==> config.mk <==
export PLATFORM = sky130hd
export DESIGN_NAME = pulse_counter
export DESIGN_NICKNAME = d
export VERILOG_FILES = /design/src/include/pulse_counter_pkg.sv /design/src/rtl/debounce_integrator.sv /design/src/rtl/quadrature_decoder.sv /design/src/rtl/pulse_counter.sv
export VERILOG_INCLUDE_DIRS = /design/src /design/src/include
export SDC_FILE = /design/constraint.sdc
export NUM_CORES = 1
export LEC_CHECK = 0
export ABC_AREA = 1
export BUFFER_PORTS_ARGS = -buffer_cell sky130_fd_sc_hd__buf_2
export CAP_MARGIN = 25
export CORE_MARGIN = 2
export CORE_UTILIZATION = 50
export DETAILED_ROUTE_END_ITERATION = 16
export PLACE_DENSITY = 0.62
export REMOVE_ABC_BUFFERS = 1
export SETUP_SLACK_MARGIN = 0.15
export SKIP_CTS_REPAIR_TIMING = 1
export SLEW_MARGIN = 20
export SYNTH_ARGS = -nofsm -noshare
export SYNTH_HDL_FRONTEND = slang
export SYNTH_HIERARCHICAL = 1
export SYNTH_SLANG_ARGS = --single-unit
==> constraint.sdc <==
create_clock -name clk -period 6.8 [get_ports clk]
set_clock_uncertainty 0.15 [all_clocks]
set_input_delay 0.68 -clock clk [delete_from_list [all_inputs] [get_ports clk]]
set_output_delay 0.68 -clock clk [all_outputs]
set_load 0.05 [all_outputs]
==> src/include/pulse_counter_regs.svh <==
// Register offsets, field positions and timing counts of the pulse counter.
// Assumes an 8-bit register port with a 4-bit address.
`ifndef PULSE_COUNTER_REGS_SVH
`define PULSE_COUNTER_REGS_SVH

`define ADDR_W          4
`define OFF_MODE        4'h0
`define OFF_PUCFG       4'h1
`define OFF_CNT0        4'h2
`define OFF_CNT1        4'h5
`define OFF_THR0        4'h8
`define OFF_THR1        4'hB
`define OFF_STAT        4'hE
`define OFF_WAKE_EN     4'hF
`define OFF_CNT0_B1     4'h3
`define OFF_CNT0_B2     4'h4
`define OFF_CNT1_B1     4'h6
`define OFF_CNT1_B2     4'h7
`define OFF_THR0_B1     4'h9
`define OFF_THR0_B2     4'hA
`define OFF_THR1_B1     4'hC
`define OFF_THR1_B2     4'hD
`define PUCFG_WMASK     8'h3F

`define MODE_CNT_HI     7
`define MODE_CNT_LO     6
`define MODE_RATE_HI    5
`define MODE_RATE_LO    4
`define PU_CALGO_BIT    6
`define PU_CALPORT_BIT  5
`define PU_STR_HI       4
`define PU_STR_LO       2
`define PU_DUTY_HI      1
`define PU_DUTY_LO      0

`define ST_OVF0         0
`define ST_OVF1         1
`define ST_CMP0         2
`define ST_CMP1         3
`define ST_CAL_BUSY     4
`define ST_CAL_FAIL     5

`define MODE_RESET      8'h00
`define PUCFG_RESET     8'h00
`define STR_MAX         3'h7
`define STR_FIRST       3'h1

// Sample period in RTC clock edges at 32.768 kHz: 250 us is 8 edges
`define RATE_BASE_TICKS 7'h08
`define INTEG_MAX       4'hF
`define INTEG_W         4

`endif

==> src/include/pulse_counter_pkg.sv <==
// Types shared by the pulse counter modules.
// No assumptions beyond a SystemVerilog compiler.
package pulse_counter_pkg;
   typedef enum logic [1:0] {MODE_OFF, MODE_SINGLE, MODE_DUAL, MODE_QUAD} count_mode_t;
   typedef enum logic {CAL_IDLE, CAL_TEST} cal_state_t;
endpackage

==> src/rtl/debounce_integrator.sv <==
// Saturating up/down integrator used as a switch debouncer.
// Assumes a synchronised input and a one-cycle step strobe.
`timescale 1ns/100ps
`include "pulse_counter_regs.svh"
module debounce_integrator
   import pulse_counter_pkg::*;
(
   input  wire logic clk,
   input  wire logic rst,
   input  wire logic step,
   input  wire logic hold,
   input  wire logic din,
   output logic      level_q
);
   logic [`INTEG_W-1:0] acc_q;
   logic [`INTEG_W-1:0] acc_d;
   logic                level_d;

   always_comb begin
      acc_d   = acc_q;
      level_d = level_q;
      if (step && !hold) begin
         if (din && acc_q != `INTEG_MAX)
            acc_d = acc_q + `INTEG_W'(1);
         else if (!din && acc_q != '0)
            acc_d = acc_q - `INTEG_W'(1);
         // Hysteresis: output only flips at the rails
         if (acc_d == `INTEG_MAX)
            level_d = 1'b1;
         else if (acc_d == '0)
            level_d = 1'b0;
      end
   end

   always_ff @(posedge clk or posedge rst) begin
      if (rst) begin
         acc_q   <= '0;
         level_q <= 1'b0;
      end else begin
         acc_q   <= acc_d;
         level_q <= level_d;
      end
   end
endmodule // debounce_integrator

==> src/rtl/quadrature_decoder.sv <==
// Two-bit quadrature step decoder producing clockwise and counter-clockwise pulses.
// Assumes debounced inputs that change only around the step strobe.
`timescale 1ns/100ps
module quadrature_decoder (
   input  wire logic clk,
   input  wire logic rst,
   input  wire logic step,
   input  wire logic in_one,
   input  wire logic in_zero,
   output logic      cw_q,
   output logic      ccw_q
);
   logic [1:0] prev_q;
   logic [1:0] prev_d;
   logic       cw_d;
   logic       ccw_d;
   logic [1:0] cur;

   always_comb begin
      cur    = {in_one, in_zero};
      prev_d = prev_q;
      cw_d   = 1'b0;
      ccw_d  = 1'b0;
      if (step) begin
         prev_d = cur;
         unique case ({prev_q, cur})
            4'h1, 4'h7, 4'hE, 4'h8: ccw_d = 1'b1;
            4'h2, 4'hB, 4'hD, 4'h4: cw_d = 1'b1;
            default: ;
         endcase
      end
   end

   always_ff @(posedge clk or posedge rst) begin
      if (rst) begin
         prev_q <= 2'h0;
         cw_q   <= 1'b0;
         ccw_q  <= 1'b0;
      end else begin
         prev_q <= prev_d;
         cw_q   <= cw_d;
         ccw_q  <= ccw_d;
      end
   end
endmodule // quadrature_decoder

==> src/rtl/pulse_counter.sv <==
// Low-power pulse counter: two 24-bit counters, threshold compare, pull-up control.
// Assumes an RTC clock pin slower than clk and switch inputs from pins.
// Operation
// - Two independent 24-bit counters count qualified input transitions.
// - Counters only increment, wrapping from all ones to zero.
// - Counter overflow can raise a wake-up event.
// - Per-counter 24-bit comparator can wake on reaching its threshold.
// - Sampling, debounce and pull-up timing come from the RTC clock.
// - Counting enabled only when mode bits 7:6 select single, dual, quadrature.
// - Any write to the mode register clears both counters.
// - Software cannot write the counters; they are read only.
// - Single mode: input zero drives counter 0 only.
// - Dual mode: each input its own counter; shared pull-up settings.
// - Quadrature: clockwise increments counter 0, counter-clockwise counter 1.
// - Counter-clockwise sequence LL, LH, HH, HL with input 1 first.
// - Printed clockwise sequence repeats a state; resolved elsewhere.
// - Pull-ups have selectable strength and duty cycle.
// - Calibration finds the weakest strength that reaches a valid high.
// - Sample interval 250 us, 500 us, 1 ms or 2 ms from RTC.
// - During calibration integrators hold and counters do not increment.
// - Each input passes a digital debounce integrator.
//
// Design decisions made here: the register offsets and the strobed register port.
`timescale 1ns/100ps
`include "pulse_counter_regs.svh"
module pulse_counter
   import pulse_counter_pkg::*;
(
   input  wire logic              clk,
   input  wire logic              rst,
   input  wire logic              rtc_clk,
   input  wire logic              pulse_input_zero,
   input  wire logic              pulse_input_one,
   input  wire logic [`ADDR_W-1:0] addr,
   input  wire logic [7:0]        wdata,
   input  wire logic              wr,
   input  wire logic              rd,
   output logic      [7:0]        rdata_q,
   output logic                   wake_q,
   output logic                   pullup_en_q,
   output logic      [2:0]        pullup_str_q
);
   // Pin synchronisers; stage one is read only by stage two
   logic [2:0] sync1_q;
   logic [2:0] sync2_q;
   logic       rtc_prev_q;
   logic       rtc_edge;
   logic       in0_s;
   logic       in1_s;

   always_ff @(posedge clk or posedge rst) begin
      if (rst) begin
         sync1_q    <= 3'h0;
         sync2_q    <= 3'h0;
         rtc_prev_q <= 1'b0;
      end else begin
         sync1_q    <= {rtc_clk, pulse_input_one, pulse_input_zero};
         sync2_q    <= sync1_q;
         rtc_prev_q <= sync2_q[2];
      end
   end

   assign rtc_edge = sync2_q[2] & ~rtc_prev_q;
   assign in0_s    = sync2_q[0];
   assign in1_s    = sync2_q[1];

   // Registers
   logic [7:0]  mode_q;
   logic [7:0]  mode_d;
   logic [7:0]  pucfg_q;
   logic [7:0]  pucfg_d;
   logic [23:0] thr_q [2];
   logic [23:0] thr_d [2];
   logic [3:0]  wake_en_q;
   logic [3:0]  wake_en_d;
   logic        mode_wr;
   count_mode_t mode;
   logic [1:0]  rate;

   assign mode_wr = wr && addr == `OFF_MODE;
   assign mode    = count_mode_t'(mode_q[`MODE_CNT_HI:`MODE_CNT_LO]);
   assign rate    = mode_q[`MODE_RATE_HI:`MODE_RATE_LO];

   // Sample timing from RTC edges
   logic [6:0] ph_q;
   logic [6:0] ph_d;
   logic [6:0] period;
   logic [6:0] on_len;
   logic [9:0] on_prod;
   logic       sample_tick;
   logic       step_q;
   logic       pu_on;

   always_comb begin
      // 8, 16, 32 or 64 RTC edges
      period = `RATE_BASE_TICKS << rate;
      unique case (pucfg_q[`PU_DUTY_HI:`PU_DUTY_LO])
         2'h0: on_prod = {3'h0, period} << 1;
         2'h1: on_prod = ({3'h0, period} << 1) + {3'h0, period};
         2'h2: on_prod = {3'h0, period} << 2;
         2'h3: on_prod = ({3'h0, period} << 2) + ({3'h0, period} << 1);
      endcase
      // duty in eighths of the period
      on_len      = on_prod[9:3];
      ph_d        = ph_q;
      sample_tick = 1'b0;
      if (rtc_edge) begin
         if (ph_q >= period - 7'h01) begin
            ph_d        = 7'h00;
            sample_tick = 1'b1;
         end else begin
            ph_d = ph_q + 7'h01;
         end
      end
      // Pull-up charges the wire just before the sample
      pu_on = ph_q >= period - on_len;
   end

   always_ff @(posedge clk or posedge rst) begin
      if (rst) begin
         ph_q   <= 7'h00;
         step_q <= 1'b0;
      end else begin
         ph_q   <= ph_d;
         step_q <= sample_tick;
      end
   end

   // Calibration and register writes
   cal_state_t cal_q;
   cal_state_t cal_d;
   logic [2:0] cal_str_q;
   logic [2:0] cal_str_d;
   logic       cal_fail_set;
   logic       cal_in;
   logic       pu_en_d;
   logic [2:0] pu_str_d;

   always_comb begin
      mode_d       = mode_q;
      pucfg_d      = pucfg_q;
      thr_d        = thr_q;
      wake_en_d    = wake_en_q;
      cal_d        = cal_q;
      cal_str_d    = cal_str_q;
      cal_fail_set = 1'b0;
      cal_in       = pucfg_q[`PU_CALPORT_BIT] ? in1_s : in0_s;
      if (wr) begin
         unique case (addr)
            `OFF_MODE:     mode_d = wdata;
            `OFF_PUCFG:    pucfg_d = {1'b0, wdata[6:0]} & `PUCFG_WMASK;
            `OFF_THR0:     thr_d[0][7:0] = wdata;
            `OFF_THR0_B1:  thr_d[0][15:8] = wdata;
            `OFF_THR0_B2:  thr_d[0][23:16] = wdata;
            `OFF_THR1:     thr_d[1][7:0] = wdata;
            `OFF_THR1_B1:  thr_d[1][15:8] = wdata;
            `OFF_THR1_B2:  thr_d[1][23:16] = wdata;
            `OFF_WAKE_EN:  wake_en_d = wdata[3:0];
            default: ;
         endcase
      end
      unique case (cal_q)
         CAL_IDLE: begin
            if (wr && addr == `OFF_PUCFG && wdata[`PU_CALGO_BIT]) begin
               cal_d     = CAL_TEST;
               cal_str_d = `STR_FIRST;
            end
         end
         CAL_TEST: begin
            if (sample_tick) begin
               if (cal_in) begin
                  pucfg_d[`PU_STR_HI:`PU_STR_LO] = cal_str_q;
                  cal_d = CAL_IDLE;
               end else if (cal_str_q == `STR_MAX) begin
                  cal_fail_set = 1'b1;
                  cal_d        = CAL_IDLE;
               end else begin
                  cal_str_d = cal_str_q + 3'h1;
               end
            end
         end
      endcase
      pu_str_d = (cal_q == CAL_TEST) ? cal_str_q : pucfg_q[`PU_STR_HI:`PU_STR_LO];
      // Strength zero means pull-up disabled
      pu_en_d  = (pu_str_d != 3'h0) && ((cal_q == CAL_TEST) || pu_on);
   end

   always_ff @(posedge clk or posedge rst) begin
      if (rst) begin
         mode_q       <= `MODE_RESET;
         pucfg_q      <= `PUCFG_RESET;
         thr_q[0]     <= 24'h000000;
         thr_q[1]     <= 24'h000000;
         wake_en_q    <= 4'h0;
         cal_q        <= CAL_IDLE;
         cal_str_q    <= 3'h0;
         pullup_en_q  <= 1'b0;
         pullup_str_q <= 3'h0;
      end else begin
         mode_q       <= mode_d;
         pucfg_q      <= pucfg_d;
         thr_q        <= thr_d;
         wake_en_q    <= wake_en_d;
         cal_q        <= cal_d;
         cal_str_q    <= cal_str_d;
         pullup_en_q  <= pu_en_d;
         pullup_str_q <= pu_str_d;
      end
   end

   // Debounce, shared settings for both inputs
   logic deb0;
   logic deb1;
   logic deb_prev_q [2];
   logic cw_q;
   logic ccw_q;
   logic cal_hold;

   assign cal_hold = cal_q == CAL_TEST;

   // both channels share one integrator setup
   debounce_integrator u_deb0 (
      .clk     (clk),
      .rst     (rst),
      .step    (sample_tick),
      .hold    (cal_hold),
      .din     (in0_s),
      .level_q (deb0)
   );

   debounce_integrator u_deb1 (
      .clk     (clk),
      .rst     (rst),
      .step    (sample_tick),
      .hold    (cal_hold),
      .din     (in1_s),
      .level_q (deb1)
   );

   quadrature_decoder u_quad (
      .clk     (clk),
      .rst     (rst),
      .step    (step_q),
      .in_one  (deb1),
      .in_zero (deb0),
      .cw_q    (cw_q),
      .ccw_q   (ccw_q)
   );

   always_ff @(posedge clk or posedge rst) begin
      if (rst) begin
         deb_prev_q[0] <= 1'b0;
         deb_prev_q[1] <= 1'b0;
      end else if (step_q) begin
         deb_prev_q[0] <= deb0;
         deb_prev_q[1] <= deb1;
      end
   end

   // Increment selection per mode; quadrature pulses arrive one cycle later
   logic [1:0] inc;
   logic [1:0] rise;

   always_comb begin
      rise[0] = step_q & deb0 & ~deb_prev_q[0];
      rise[1] = step_q & deb1 & ~deb_prev_q[1];
      inc     = 2'b00;
      if (!cal_hold) begin
         unique case (mode)
            MODE_OFF:    inc = 2'b00;
            MODE_SINGLE: inc = {1'b0, rise[0]};
            MODE_DUAL:   inc = rise;
            // cw to 0, ccw to 1
            MODE_QUAD:   inc = {ccw_q, cw_q};
         endcase
      end
   end

   // Counters and comparators, one per channel
   logic [1:0] ovf_ev;
   logic [1:0] cmp_ev;

   genvar ch;
   generate
      for (ch = 0; ch < 2; ch++) begin : g_ch
         logic [23:0] cnt_q;
         logic [23:0] cnt_d;
         logic        ovf_d;
         logic        cmp_d;

         always_comb begin
            cnt_d = cnt_q;
            ovf_d = 1'b0;
            cmp_d = 1'b0;
            if (mode_wr) begin
               cnt_d = 24'h000000;
            end else if (inc[ch]) begin
               cnt_d = cnt_q + 24'h000001;
               ovf_d = cnt_q == 24'hFFFFFF;
               cmp_d = cnt_d == thr_q[ch];
            end
         end

         always_ff @(posedge clk or posedge rst) begin
            if (rst)
               cnt_q <= 24'h000000;
            else
               cnt_q <= cnt_d;
         end

         assign ovf_ev[ch] = ovf_d;
         assign cmp_ev[ch] = cmp_d;
      end
   endgenerate

   // Status flags: write one to clear, except the live calibration busy bit; a new event wins over the clear
   logic [5:0] stat_q;
   logic [5:0] stat_d;
   logic [5:0] stat_clr;
   logic       wake_d;

   always_comb begin
      stat_clr = (wr && addr == `OFF_STAT) ? wdata[5:0] : 6'h00;
      stat_d   = stat_q & ~stat_clr;
      stat_d[`ST_OVF0]     = stat_d[`ST_OVF0] | ovf_ev[0];
      stat_d[`ST_OVF1]     = stat_d[`ST_OVF1] | ovf_ev[1];
      stat_d[`ST_CMP0]     = stat_d[`ST_CMP0] | cmp_ev[0];
      stat_d[`ST_CMP1]     = stat_d[`ST_CMP1] | cmp_ev[1];
      stat_d[`ST_CAL_BUSY] = cal_d == CAL_TEST;
      stat_d[`ST_CAL_FAIL] = stat_d[`ST_CAL_FAIL] | cal_fail_set;
      wake_d = |(stat_q[3:0] & wake_en_q);
   end

   always_ff @(posedge clk or posedge rst) begin
      if (rst) begin
         stat_q <= 6'h00;
         wake_q <= 1'b0;
      end else begin
         stat_q <= stat_d;
         wake_q <= wake_d;
      end
   end

   // Read port, data one cycle after the strobe
   logic [7:0] rdata_d;

   always_comb begin
      rdata_d = 8'h00;
      if (rd) begin
         unique case (addr)
            `OFF_MODE:    rdata_d = mode_q;
            `OFF_PUCFG:   rdata_d = pucfg_q;
            `OFF_CNT0:    rdata_d = g_ch[0].cnt_q[7:0];
            `OFF_CNT0_B1: rdata_d = g_ch[0].cnt_q[15:8];
            `OFF_CNT0_B2: rdata_d = g_ch[0].cnt_q[23:16];
            `OFF_CNT1:    rdata_d = g_ch[1].cnt_q[7:0];
            `OFF_CNT1_B1: rdata_d = g_ch[1].cnt_q[15:8];
            `OFF_CNT1_B2: rdata_d = g_ch[1].cnt_q[23:16];
            `OFF_THR0:    rdata_d = thr_q[0][7:0];
            `OFF_THR0_B1: rdata_d = thr_q[0][15:8];
            `OFF_THR0_B2: rdata_d = thr_q[0][23:16];
            `OFF_THR1:    rdata_d = thr_q[1][7:0];
            `OFF_THR1_B1: rdata_d = thr_q[1][15:8];
            `OFF_THR1_B2: rdata_d = thr_q[1][23:16];
            `OFF_STAT:    rdata_d = {2'h0, stat_q};
            `OFF_WAKE_EN: rdata_d = {4'h0, wake_en_q};
         endcase
      end
   end

   always_ff @(posedge clk or posedge rst) begin
      if (rst)
         rdata_q <= 8'h00;
      else
         rdata_q <= rdata_d;
   end
endmodule // pulse_counter

==> flow_summary.ini <==
[critical_path]
critical_path.endpoint = g_ch[1].cnt_q[16]
startpoint_type = input port
path_cells = buf_2 -> nor2_2 -> nand3_1 -> nand3_1 -> inv_1 -> nand3_1 -> o21ai_0
critPathLaunch = addr[1]
timing_worst_setup_path_type = in -> reg
worstPathRequired_ps = 6930
critPathCaptureType = register
path_common_cell = nand3_1
slowest_stage = nand3_1
r2r_cells = 15
r2r_slack_ps = 3720
r2r-start = mode_q[5]
crit_fanout = 20
rr_endpoint = pullup_en_q
crit_arrival_ps = 3450
slowest_delay_ps = 880

[logic_synthesis]
syn_inst = 1478
synth_edf_count = 0
netlist_area_mm2 = 0.0104
synth_seq_cells = 167
async_flop_share_pct = 100
yosys_most_used_dff = dfrtp_1
ys_warn_count = 6
synth_area_per_cell_um2 = 7.03
yosys.cell_types.count = 41
ys_seq_area_share_pct = 40.2

[global_routing]
grt_pass1_wl_um = 52400
grt_pass1_vias = 9406
grt_use_total_pct = 31.0
antenna_found_initial = 1
grt_max_degree = 79
grt_overflow = 0

[floorplanning]
initial_core_util_pct = 51.2
fp.dieW_um = 148
rows = 52
coreArea_mm2 = 0.0203
dieHeight_um = 148
die_area_mm2 = 0.0220
ios = 32

[sta]
period_share_pct = 48.9
worstMarginPinSlew_ps = 986
slew_viol_final = 0
fmax_ghz = 0.301
timing.final.crit_period_ps = 3320
hold_viol_final = 0
setup_viol_count_final = 0
timing.hold.ws_ps = 28.7
fin_setup_tns_ps = 0
relSlewSlack_pct = 34.1
rsz0062_at_grt = no

[clock_network]
clk_latency_ps = 440
cts_tree = yes
cts-root-buf = clkbuf_16
path_clk_slew_ps = 80
clock-sinks = 167
cts_max_path_buffers = 2
numCtsBuffers = 17
cts_max_level = 4

[routing]
vias = 10100
detail_route.wl_per_cell_um = 18.3
postRouteWirelength_um = 32900
vias_per_cell = 5.62
first_pass_iters = 5
ant_nets = 0
first_iter_violations = 857
drc = 0

[pwr]
p_int_mw = 2.00
p_sw_mw = 1.31
p_per_area_mw_per_mm2 = 289
clkPwrFrac_pct = 30.0
p_seq_share_pct = 41.0
switching_share_pct = 39.7
combPwrFrac_pct = 29.0
cellLeakagePower_nw = 5.56
ir_drop_mv = 0.258

[flow_run]
drv_cap = 0

[layout]
area_growth_pct = 10.1
finalNetCount = 1557
final_common_cell = nand2_1
final_cell_mix = nand2_1, inv_1, dfrtp_1
drive_above_1_share_pct = 6.96

[run_status]
outcome = finished, final reports clean

[placement]
portBuffers = 31
place_congestion = 0.969
place_hpwl_um = 24700

[hold_path]
hp-class = in -> async
## cell usage after synthesis (3+ instances only)
master	count	share of area, %
a21oi_1	13	0.63
a31oi_1	9	0.54
buf_2	5	0.24
clkbuf_1	13	0.47
dfrtp_1	167	40
ha_1	28	3.4
inv_1	209	7.5
nand2_1	444	16
nand2_2	11	0.66
nand2_4	3	0.32
nand3_1	161	7.8
nand3_2	6	0.58
nand4_1	17	1.0
nor2_1	105	3.8
nor2_4	10	1.1
nor3_1	11	0.53
nor4_1	9	0.54
o21ai_0	134	6.5
o22ai_1	76	4.6
xnor2_1	5	0.42
xor2_1	12	1.0
## worst min-delay path by stage
stage,slack (ps),cells after the start,endpoint,from
after detailed placement,190,0,sync2_q[1],sync1_q[1]
after global routing,30,2,u_quad/prev_q[1],rst
final,30,2,u_quad/prev_q[1],rst
after CTS,20,2,u_quad/prev_q[1],rst
after global placement,180,0,sync2_q[0],sync1_q[0]
after floorplan,180,0,sync2_q[0],sync1_q[0]
## power groups by stage
stage | logic (mW) | registers [mW] | clock network (mW)
global route | 1.11 | 1.39 | 1.04
global placement | 0.936 | 1.37 | 0
finish | 0.961 | 1.36 | 0.993
detailed placement | 0.950 | 1.37 | 0
floorplan | 0.665 | 1.37 | 0
CTS | 0.959 | 1.35 | 1.00
## area by class of cell
cell class                 instances  area, um^2
antenna                            1        2.50
clock buffer                      17         425
clock inverter                    15         179
fill                            1998        8860
inverter                         212         801
multi-input combinational       1078        5330
sequential                       167        4180
tap                              270         338
timing repair buffer              34         190
## worst max-delay path, delay by kind of cell
kind	cells	cell delay, ps
and+or+nand+nor	4	2060
buffers and inverters	2	580
AOI/OAI and AO/OA	1	100
## state kept, by name, summed over array words and instances (netlist names), 2 cells and up
name,count
u_deb0/acc_q,4
rdata_q,8
cal_str_q,3
wake_en_q,4
sync1_q,3
g_ch.cnt_q,48
mode_q,8
thr_q,48
stat_q,6
deb_prev_q,2
ph_q,7
pullup_str_q,3
sync2_q,3
u_quad/prev_q,2
pucfg_q,6
u_deb1/acc_q,4
## per-stage QoR
step                      worst slack [ps]  utilization [%]  power, mW  area, um^2  instances
after floorplan                       1850                -       2.03       10300       1457
after global placement                3220             53.3       2.31       10800       1760
after detailed placement              3130             53.3       2.32       10800       1760
after CTS                             3570             56.3       3.31       11400       1792
after global routing                  3280             56.4       3.53       11400       1793
final                                 3480             56.4       3.31       11400       1794
## routing by layer
layer  track usage, %  up-vias  part of all wire [%]
met4             10.3        0                   2.8
met3             6.41       58                   7.8
li1                 -     4925                     -
met1             43.5     4726                    45
met2             48.3      370                    45
met5                0        -                     0
## kinds of logic after synthesis
kind of cell	share of synthesized area, %
AOI/OAI and AO/OA	13.1
adders and majority gates	3.37
buffers and inverters	8.54
and+or+nand+nor	33.3
xor gates and xnor gates	1.43
DFF	40.2
Note: power is estimated with default switching activity, not from simulation.
